--- config.mk ---
export PLATFORM = sky130hd
export DESIGN_NAME = port_segment_select
export DESIGN_NICKNAME = d
export VERILOG_FILES = /design/src/include/port_seg_pkg.sv /design/src/include/port_access_if.sv /design/src/verilog/latch_port.sv /design/src/verilog/port_segment_select.sv
export SDC_FILE = /design/constraint.sdc
export NUM_CORES = 1
export LEC_CHECK = 0
export BUFFER_PORTS_ARGS = -buffer_cell sky130_fd_sc_hd__buf_2
export CAP_MARGIN = 0
export CORE_MARGIN = 2
export CORE_UTILIZATION = 30
export DETAILED_ROUTE_END_ITERATION = 7
export PLACE_DENSITY = 0.63
export SLEW_MARGIN = 20
export SYNTH_ARGS = -nofsm -noshare
export SYNTH_HDL_FRONTEND = slang
export SYNTH_SLANG_ARGS = --single-unit
--- constraint.sdc ---
create_clock -name core_clk -period 2 [get_ports core_clk]
set_input_delay 0.2 -clock core_clk [delete_from_list [all_inputs] [get_ports core_clk]]
set_output_delay 0.2 -clock core_clk [all_outputs]
set_load 0.05 [all_outputs]
--- src/include/port_seg_pkg.sv ---
// constants shared by the port latch and segment select logic
package port_seg_pkg;
	// ************************************************************
	// register addresses
	// ************************************************************
	localparam logic [15:0] ADDR_PORT0   = 16'hff00;
	localparam logic [15:0] ADDR_PORT8   = 16'hff08;
	localparam logic [15:0] ADDR_DIR0    = 16'hff20;
	localparam logic [15:0] ADDR_SEG_SEL = 16'hff58;

	// ************************************************************
	// widths and values after reset
	// ************************************************************
	localparam int          PORT0_BITS  = 4;
	localparam int          SEG_BITS    = 6;
	localparam logic [7:0]  SEG_SEL_RST = 8'h00;
	localparam logic [7:0]  DIR_RST     = 8'hff;
	localparam logic [7:0]  LATCH_RST   = 8'h00;
	localparam logic [7:0]  UNMAPPED_RD = 8'h00;
endpackage : port_seg_pkg

--- src/include/port_access_if.sv ---
// write strobes and read values between the decoder and a latch port
interface port_access_if #(parameter int W = 4);
	logic         latchWr;
	logic         dirWr;
	logic [7:0]   wrData;
	logic [W-1:0] rdVal;
	logic [W-1:0] dirVal;
	logic [W-1:0] latchVal;

	modport ctl  (output latchWr, dirWr, wrData,
		input rdVal, dirVal, latchVal);
	modport port (input latchWr, dirWr, wrData,
		output rdVal, dirVal, latchVal);
endinterface : port_access_if

--- src/verilog/latch_port.sv ---
// one i/o port: output latch, direction bits and pin synchroniser
module latch_port #(
	parameter int W = 4
) (
	input  wire logic         core_clk,
	input  wire logic         reset,
	input  wire logic [W-1:0] pinIn,
	port_access_if.port       acc
);
	import port_seg_pkg::*;

	logic [W-1:0] latch_r;
	logic [W-1:0] dir_r;
	logic [W-1:0] pinMeta_r;
	logic [W-1:0] pinSync_r;

	// ************************************************************
	// latch and direction
	// ************************************************************
	// the latch takes every write whatever the direction bit says
	always_ff @(posedge core_clk) begin
		if (reset) begin
			latch_r <= LATCH_RST[W-1:0];
		end else if (acc.latchWr) begin
			latch_r <= acc.wrData[W-1:0];
		end
	end

	always_ff @(posedge core_clk) begin
		if (reset) begin
			dir_r <= DIR_RST[W-1:0];
		end else if (acc.dirWr) begin
			dir_r <= acc.wrData[W-1:0];
		end
	end

	// ************************************************************
	// pin synchroniser
	// ************************************************************
	always_ff @(posedge core_clk) begin
		pinMeta_r <= pinIn;
		pinSync_r <= pinMeta_r;
	end

	// input bits read the pin, output bits read the latch
	assign acc.rdVal    = (dir_r & pinSync_r) | (~dir_r & latch_r);
	assign acc.dirVal   = dir_r;
	assign acc.latchVal = latch_r;
endmodule : latch_port

--- src/verilog/port_segment_select.sv ---
// cpu port with latch, and six input pins shared with segment outputs
// Behaviour
// - low six bits choose port or segment role
// - segment select clears to zero at reset
// - segment select takes bit and byte writes
// - output mode write loads latch, drives pins
// - latch holds value until next write
// - input mode write loads latch, pin unchanged
// - output mode read returns latch, unchanged
// - input mode read returns pins, latch unchanged
// - output mode modify works on latch, drives
// - input mode modify may alter latch only
// - bit operation is byte read-modify-write
// - direction 0 drives pin, 1 releases
// - direction registers reset to all ones
// - shared port is six-bit input only
module port_segment_select (
	input  wire logic                                core_clk,
	input  wire logic                                reset,
	input  wire logic [15:0]                         cpuAddr,
	input  wire logic                                cpuWr,
	input  wire logic [7:0]                          cpuWrData,
	input  wire logic                                cpuBitWr,
	input  wire logic [2:0]                          cpuBitSel,
	input  wire logic                                cpuBitVal,
	input  wire logic                                cpuRd,
	output logic      [7:0]                          cpuRdData,
	input  wire logic [port_seg_pkg::PORT0_BITS-1:0] port0PinIn,
	output logic      [port_seg_pkg::PORT0_BITS-1:0] port0PinOut,
	output logic      [port_seg_pkg::PORT0_BITS-1:0] port0PinOeN,
	input  wire logic [port_seg_pkg::SEG_BITS-1:0]   sharedPortPinIn,
	input  wire logic [port_seg_pkg::SEG_BITS-1:0]   segData,
	output logic      [port_seg_pkg::SEG_BITS-1:0]   segmentOutputLine,
	output logic      [port_seg_pkg::SEG_BITS-1:0]   segmentOutputOeN
);
	import port_seg_pkg::*;

	localparam int P0W = PORT0_BITS;
	localparam int SW  = SEG_BITS;

	port_access_if #(.W(P0W)) acc0 ();

	logic [SW-1:0] segSel_r;
	logic [SW-1:0] p8Meta_r;
	logic [SW-1:0] p8Sync_r;
	logic [7:0]    rdData_r;
	logic [P0W-1:0] pinOut_r;
	logic [P0W-1:0] pinOeN_r;
	logic [SW-1:0] segOut_r;
	logic [SW-1:0] segOeN_r;
	logic [7:0]    curVal;
	logic [7:0]    bitMask;
	logic [7:0]    wrByte;
	logic          anyWr;

	// ************************************************************
	// access decode
	// ************************************************************
	always_comb begin
		curVal = UNMAPPED_RD;
		unique case (cpuAddr)
			ADDR_PORT0: begin
				curVal = {{(8 - P0W){1'b0}}, acc0.rdVal};
			end
			ADDR_DIR0: begin
				curVal = {{(8 - P0W){1'b1}}, acc0.dirVal};
			end
			ADDR_PORT8: begin
				curVal = {{(8 - SW){1'b0}}, p8Sync_r};
			end
			ADDR_SEG_SEL: begin
				curVal = {{(8 - SW){1'b0}}, segSel_r};
			end
			default: begin
				curVal = UNMAPPED_RD;
			end
		endcase
	end

	// a bit operation reads the whole byte and writes it back, so
	// input-mode latch bits pick up the pin levels on the way
	assign bitMask = 8'h01 << cpuBitSel;
	assign wrByte  = !cpuBitWr ? cpuWrData :
		(cpuBitVal ? (curVal | bitMask) : (curVal & ~bitMask));
	assign anyWr   = cpuWr | cpuBitWr;

	assign acc0.latchWr = anyWr && (cpuAddr == ADDR_PORT0);
	assign acc0.dirWr   = anyWr && (cpuAddr == ADDR_DIR0);
	assign acc0.wrData  = wrByte;

	latch_port #(.W(P0W)) u_port0 (
		.core_clk (core_clk),
		.reset    (reset),
		.pinIn    (port0PinIn),
		.acc      (acc0)
	);

	// ************************************************************
	// segment function select
	// ************************************************************
	always_ff @(posedge core_clk) begin
		if (reset) begin
			segSel_r <= SEG_SEL_RST[SW-1:0];
		end else if (anyWr && cpuAddr == ADDR_SEG_SEL) begin
			segSel_r <= wrByte[SW-1:0];
		end
	end

	// ************************************************************
	// read data and pin registers
	// ************************************************************
	always_ff @(posedge core_clk) begin
		if (reset) begin
			rdData_r <= UNMAPPED_RD;
		end else if (cpuRd) begin
			rdData_r <= curVal;
		end
	end

	// port 8 has no latch: writes to it fall on nothing
	always_ff @(posedge core_clk) begin
		p8Meta_r <= sharedPortPinIn;
		p8Sync_r <= p8Meta_r;
	end

	// output ports come from flops; costs one cycle behind the latch
	always_ff @(posedge core_clk) begin
		if (reset) begin
			pinOut_r <= LATCH_RST[P0W-1:0];
			pinOeN_r <= DIR_RST[P0W-1:0];
		end else begin
			pinOut_r <= acc0.latchVal;
			pinOeN_r <= acc0.dirVal;
		end
	end

	always_ff @(posedge core_clk) begin
		if (reset) begin
			segOut_r <= '0;
			segOeN_r <= '1;
		end else begin
			segOut_r <= segData & segSel_r;
			segOeN_r <= ~segSel_r;
		end
	end

	assign cpuRdData         = rdData_r;
	assign port0PinOut       = pinOut_r;
	assign port0PinOeN       = pinOeN_r;
	assign segmentOutputLine = segOut_r;
	assign segmentOutputOeN  = segOeN_r;
endmodule : port_segment_select

# Word-level counts from Yosys, hierarchy flattened
# Cells that the tools add are included.
[op_classes]
add_sub_neg = 0
n_mul = 0
div_mod_pow = 0
n_lt_le_gt_ge = 0
n_eq_ne = 4
shifts = 1
muxes = 3
n_bitwise = 10
reduce_logical = 3
[op_table]
columns = ["cell", "count"]
rows = [
  ["$eq 16x16->1 const B", 4],
  ["$pmux 8 s4", 1],
  ["$and 6x6->6", 2],
  ["$mux 6", 2],
  ["$not 6->6", 2],
  ["$and 4x4->4", 2],
  ["$or 6x6->6", 1],
  ["$shl 1x3->6 const A", 1],
  ["$not 4->4", 1],
  ["$or 4x4->4", 1],
  ["$logic_and 1x1->1", 3],
  ["$or 1x1->1", 1],
]
[totals]
ff_bits = 62
latch_bits = 0
ramBits = 0
romBits = 0
mem_count = 0

# Logic depth before layout (Yosys ltp)
# Gate-level depths: netlist (run 1).
[logic_depth]
depth_word = 7
depth_mapped = 6

# By module
# Synthesis (run 1) repeated with hierarchy kept, for this count alone.
[unflattened]
hier_cells = 238
hier_area_um2 = 2448.6
[by_module_without_submodules]
columns = ["module", "n_inst", "cells_per_inst", "area_per_inst_um2", "seq_area_each_um2"]
rows = [
  ["port_segment_select", 1, 200, 1959.4, 900.9],
  ["latch_port", 1, 38, 489.2, 320.3],
]

# Worst setup path before layout (run 1)
# Ideal clock, no wire load.
[synth_path]
kind = "input-to-reg"
startpoint = "in cpuAddr[4]"
endpoint = "reg u_port0.dir_r[0] (netlist: u_port0.acc.dirVal[0])"
setup_time_ns = 0.128
arrival_ns = 1.948
required_time_ns = 1.872
path_slack_ns = -0.076
stages = 6
n_path_buf = 1
path_cell_list = "or4_4 -> or4_4 -> or3b_1 -> buf_6 -> a21oi_2 -> o31ai_2"
[synth_via]
elab_chain_cells = 5
word_cells_on_any_way = 10
cone_classes = "eq/ne (4); mux (3); bitwise (2); reduce/logical (1)"
[synth_lines]
columns = ["element", "line_no", "source"]
rows = [
  ["from (decl)", "port_segment_select.sv:20", "input wire logic [15:0] cpuAddr,"],
  ["$eq 16x16->1, on equally long branches", "port_segment_select.sv:61, port_segment_select.sv:88", ""],
  ["$pmux 8 s4", "port_segment_select.sv:61", "unique case (cpuAddr)"],
  ["$and 6x6->6 or $or 6x6->6 (tied branches)", "port_segment_select.sv:84", "(cpuBitVal ? (curVal | bitMask) : (curVal & ~bitMask));"],
  ["$mux 6", "port_segment_select.sv:84", ""],
  ["$mux 6", "port_segment_select.sv:83", "assign wrByte = !cpuBitWr ? cpuWrData :"],
  ["to (signal assigned)", "latch_port.sv:31", "dir_r <= DIR_RST[W-1:0];"],
  ["to (signal assigned)", "latch_port.sv:33", "dir_r <= acc.wrData[W-1:0];"],
  ["to (decl)", "latch_port.sv:13", "logic [W-1:0] dir_r;"],
]
# Parallel ways exist; a longest one is shown, timed or not.
# A chain may end at the register's enable or synchronous reset.

# Worst setup path after layout (run 1)
[layout_path]
startpoint = "in cpuAddr[4]"
endpoint = "reg u_port0.dir_r[3] (netlist: u_port0.acc.dirVal[3])"
# Same word-level chain as after synthesis.

==> flow_summary.ini, run 1 <==
[status]
outcome = finished clean

[floorplan]
placementRows = 33
die_area_um2 = 9040
dieHeight_um = 95.1
coreArea_um2 = 8130
die_w_um = 95.1
initial_utilization_pct = 30.6
num_io_pins = 77

[placement]
port-buffer-count = 74
gp_congestion = 0.842
hpwlAfterDp_um = 5020
dpl.cell_count = 447

[pwr]
p_total_w = 0.00237
p_int_w = 0.00181
swShare_pct = 23.6
irDropWorstVdd_mv = 0.285
clockPowerShare_pct = 37.8
seqPwrFrac_pct = 52.9
power.switching_w = 0.000559
p_per_area_nw_per_um2 = 712
p_comb_share_pct = 9.3
power_leakage_nw = 1.38

[sta]
finClkSkew_ns = 0.00772
setup_viol = 0
finalCritPeriodShare_pct = 95.3
worst_pin_slew_ns = 0.691
slew_viol_final = 0
hold_viol_final = 0
rsz0062_at_grt = no
hold_slack_ns = 0.0722
finalCriticalPeriod_ns = 1.91
max_freq_ghz = 0.525
slew_headroom_pct = 54.0
tns_ns = 0

[synthesis]
syn_inst = 262
synth_ff_type = dfxtp_1
avgSynthCellArea_um2 = 9.50
async_flop_share_pct = 0
synthTopCellsByCount = 61 x dfxtp_1, 29 x nor2_1, 19 x nand2_1, 14 x nor3_1, 10 x inv_1
netlist-cell-type-count = 54
yosys_warnings = 0
ys_ff_latch = 61
yosysTopAreaCellShare_pct = 49.1
ys_seq_area_share_pct = 49.1
synth.net_count = 311
yosysMostFrequentCell = dfxtp_1
synth-edff-count = 0
yosysTopAreaCell = dfxtp_1
synth.area.top_cells = dfxtp_1 49%, nor2_1 4.4%, nand2_1 2.9%
syn-cell-area_um2 = 2490

[routing]
vias = 2352
drt-initial-drc-count = 166
viasPerCell = 4.98
firstDrtPassIters = 4
wire_per_inst_um = 13.5
drcViolationCount = 0
routed_wl_um = 6360
ant_nets = 0

[clock_tree]
htree_levels = 3
cts.sinks = 61
post-cts-setup-buffers = 0
clkTransAtPathRegs_ns = 0.06
clk_latency_ns = 0.33
cts_resized = 0
ctsHoldBuffers = 10
cts_tree = done
cts-root-buf = clkbuf_8
numCtsBuffers = 9
clockBufferDepth = 2

[min_path]
hp-class = primary input to register

[flow_run]
maxCapViolations = 0

[cells_and_area]
final_util_pct = 40.9
stdcell_count = 472
syn_to_final_growth_pct = 33.7
finish.net_count = 412
diodes = 0
layout-drive-gt1-share_pct = 33.2

[worst_setup_path]
worstPathMaxFanout = 8
crit_path_end_kind = register
r2r_slack_ns = 0.34
cp-start-kind = primary input
path_class = primary input to register
required_ns = 2.22
crit_arrival_ns = 2.12

[global_routing]
grt_pass1_wl_um = 10200
grt_max_degree = 41
antenna_found_initial = 0
grt-ovfl-total = 0
grt_usage_pct = 14.8
grt_pass1_vias = 2244
==> per-layer routing <==
layer / global-route usage (%) / share of wire, %
met1: 18.3 / 47
met2: 22.2 / 43
met3: 6.48 / 7.8
met4: 6.52 / 2.1
met5: 0 / 0
==> cells by family (layout without fill, tap and decap cells) <==
kind of cell / count (synthesis) / count (layout) / synth area share [%]
buf+inv: 22 / 127 / 3.82
simple gates: 119 / 119 / 26.9
compound gates: 56 / 56 / 18.5
flops: 61 / 61 / 49.1
mux: 4 / 4 / 1.66
==> placed cells by master (no fill, tap or decap), drive strengths merged, types with 4 or more instances in the layout <==
cell type    synthesis  final
inv                 10     10
a32o                 5      5
a211oi               4      4
o41ai                4      4
or2                  5      5
and3                 5      5
dlygate4sd3          0     10
nor3                14     14
nand4bb              4      4
nor2b                7      7
o221ai               4      4
clkbuf               8     13
nor2                29     29
nand2               19     19
buf                  4     92
nor4                 6      6
a21oi                6      6
o21ai                9      9
o31ai                4      4
a221oi               4      4
nand2b               7      7
dfxtp               61     61
or4                  4      4
==> metrics by stage <==
step | instance area (um2) | setup slack (ns)
floorplan | 2490 | -0.0762
detailed placement | 3070 | -0.254
CTS | 3330 | 0.113
global placement | 3070 | -0.217
finish | 3330 | 0.0948
global route | 3330 | 0.00336
==> state kept, by name, summed over array words and instances (netlist names), 6 cells and up <==
name and count:
cpuRdData 7, p8Meta_r 6, p8Sync_r 6, segSel_r 6, segmentOutputLine 6, segmentOutputOeN 6
==> layout make-up <==
type	instances	area, um2
clock buffer	13	149
clock inverter	2	10.0
fill	829	4810
sequential	61	1220
timing repair buffer	102	606
inverter	10	37.5
multi-input combinational	179	1170
tap	105	131
==> power groups by stage <==
stage / sequential [W] / combinational (W) / clock, W
floorplan: 0.00130 / 0.0000893 / 0
global placement: 0.00128 / 0.000202 / 0
detailed placement: 0.00128 / 0.000205 / 0
CTS: 0.00125 / 0.000220 / 0.000932
global route: 0.00125 / 0.000242 / 0.000984
finish: 0.00125 / 0.000220 / 0.000895
==> worst max-delay path, stage by stage <==
cell and delay [ns]:
buf_2 0.10, or4_4 0.54, or4_4 0.49, or3b_1 0.36, buf_4 0.19, a21oi_2 0.16
o31ai_2 0.08
==> path summary, 6_finish.rpt <==
path                                                          from                                  to  depth (start not counted)
worst min register to register        u_port0.pinMeta_r[3]$_DFF_P_        u_port0.pinSync_r[3]$_DFF_P_                          0
worst max-delay path                                    cpuAddr[4]  u_port0.acc.dirVal[3]$_SDFFE_PP1P_                          7
worst max register to register  u_port0.acc.dirVal[3]$_SDFFE_PP1P_            segSel_r[3]$_SDFFE_PP0P_                          4
worst min-delay path                                    segData[4]     segmentOutputLine[4]$_SDFF_PP0_                          3
Note: power is estimated with default switching activity, not from simulation.
==> inputs of run 2 (changes only) <==
--- a/config.mk
+++ b/config.mk
@@ -8,9 +8,11 @@
 export BUFFER_PORTS_ARGS = -buffer_cell sky130_fd_sc_hd__buf_2
 export CAP_MARGIN = 0
 export CORE_MARGIN = 2
-export CORE_UTILIZATION = 30
+export CORE_UTILIZATION = 45
 export DETAILED_ROUTE_END_ITERATION = 7
-export PLACE_DENSITY = 0.63
+export PLACE_DENSITY = 0.84
+export RECOVER_POWER = 100
+export SKIP_CTS_REPAIR_TIMING = 1
 export SLEW_MARGIN = 20
 export SYNTH_ARGS = -nofsm -noshare
 export SYNTH_HDL_FRONTEND = slang
==> run 2 against run 1 <==
Effect of this change:
- sequential power about the same
- count of clock-buffer cells in the layout unchanged
- critical endpoint is now u_port0.acc.dirVal[0]$_SDFFE_PP1P_
- worst setup slack worse by 0.016 ns
- non-clock buffer count unchanged
- the flow now finishes with violations (capacitance limit, slew limit)
==> flow_summary.ini, run 2 (synthesis results as in run 1) <==
[status]
outcome = finished with violations
violations = capacitance limit, slew limit

[floorplan]
coreArea_um2 = 5440
die_area_um2 = 6140
dieHeight_um = 78.4
die_w_um = 78.4
initial_utilization_pct = 45.8
num_io_pins = 77
placementRows = 27

[worst_setup_path]
crit_path_end_kind = register
path_class = primary input to register
required_ns = 2.22
worstPathMaxFanout = 8
crit_arrival_ns = 2.14
cp-start-kind = primary input

[clock_tree]
numCtsBuffers = 9
cts.sinks = 61
clockBufferDepth = 2
htree_levels = 3
cts-root-buf = clkbuf_8
clkTransAtPathRegs_ns = 0.07
clk_latency_ns = 0.34
cts_tree = done

[routing]
firstDrtPassIters = 4
vias = 2353
ant_nets = 0
routed_wl_um = 6440
viasPerCell = 5.35
wire_per_inst_um = 14.6
drcViolationCount = 0
drt-initial-drc-count = 143

[sta]
finClkSkew_ns = 0.00989
setup_viol = 0
finalCritPeriodShare_pct = 96.1
rsz0062_at_grt = no
worst_pin_slew_ns = 1.65
slew_headroom_pct = -10.3
tns_ns = 0
max_freq_ghz = 0.521
finalCriticalPeriod_ns = 1.92
hold_viol_final = 0
slew_viol_final = 41

[pwr]
clockPowerShare_pct = 43.6
power.switching_w = 0.000602
irDropWorstVdd_mv = 0.549
seqPwrFrac_pct = 47.9
swShare_pct = 23.1
power_leakage_nw = 1.30
p_per_area_nw_per_um2 = 797
p_int_w = 0.00201
p_comb_share_pct = 8.5

[cells_and_area]
largest_reg_flops = 7
diodes = 0
final_cell_mix = 61 x dfxtp_1, 43 x buf_2, 34 x clkbuf_1
layout_commonest_cell = dfxtp_1
syn_to_final_growth_pct = 31.7
finish.net_count = 412
layout-drive-gt1-share_pct = 24.2
stdcell_count = 440

[global_routing]
grt_pass1_vias = 2209
grt_pass1_wl_um = 10200
antenna_found_initial = 0
grt-ovfl-total = 0
grt_max_degree = 41
grt_usage_pct = 21.2

[placement]
gp_congestion = 0.918
port-buffer-count = 74
dpl.cell_count = 414
hpwlAfterDp_um = 4790

[flow_run]
maxCapViolations = 1

[min_path]
hp-class = primary input to register
==> run 2: final cells by class <==
| type | count | area, um2 |
|---|---|---|
| clock buffer | 13 | 169 |
| clock inverter | 3 | 42.5 |
| fill | 522 | 2160 |
| inverter | 10 | 37.5 |
| multi-input combinational | 179 | 1160 |
| sequential | 61 | 1220 |
| tap | 72 | 90.1 |
| timing repair buffer | 102 | 554 |
==> run 2: power groups by stage <==
stage	clock network, W	registers [W]	logic, W
after floorplan	0	0.00130	0.0000893
after global placement	0	0.00128	0.000203
after detailed placement	0	0.00128	0.000209
after CTS	0.00116	0.00125	0.000210
after global routing	0.00121	0.00125	0.000241
final	0.00114	0.00125	0.000222
==> run 2: per-layer routing <==
metal  global-route usage (%)  wire [um]  vias up  share of wire, %
met2                     34.8       3040       94                47
met4                     8.42        153        0               2.4
met5                        0          0        -                 0
li1                         -          -     1170                 -
met1                     26.1       2760     1071                43
met3                     6.32        482       18               7.5
==> run 2: critical path, stage by stage <==
cell	delay [ns]
clkbuf_1	0.08
or4_4	0.54
or4_4	0.49
or3b_1	0.35
buf_4	0.18
a21oi_1	0.19
o31ai_2	0.10
==> run 2: final timing paths <==
path         cells after the start                               start  slack (ns)                                  to
min reg2reg                      0        u_port0.pinMeta_r[1]$_DFF_P_        0.33        u_port0.pinSync_r[1]$_DFF_P_
max reg2reg                      4  u_port0.acc.dirVal[3]$_SDFFE_PP1P_        0.32           cpuRdData[3]$_SDFFE_PP0P_
max                              7                          cpuAddr[4]        0.08  u_port0.acc.dirVal[0]$_SDFFE_PP1P_
min                              3                          segData[4]        0.06     segmentOutputLine[4]$_SDFF_PP0_
==> run 2: stage by stage <==
step | hold slack, ns | worst slack, ns | utilization [%] | power [W] | instance area [um2]
2_1_floorplan | 0.228 | -0.0762 | - | 0.00139 | 2490
3_3_place_gp | 0.302 | -0.210 | 55.6 | 0.00148 | 3030
3_5_place_dp | 0.304 | -0.273 | 55.6 | 0.00149 | 3030
4_1_cts | -0.0498 | 0.0858 | 59.5 | 0.00262 | 3240
5_1_grt | 0.0628 | 0.0314 | 60.3 | 0.00271 | 3280
6_report | 0.0649 | 0.0789 | 60.3 | 0.00261 | 3280
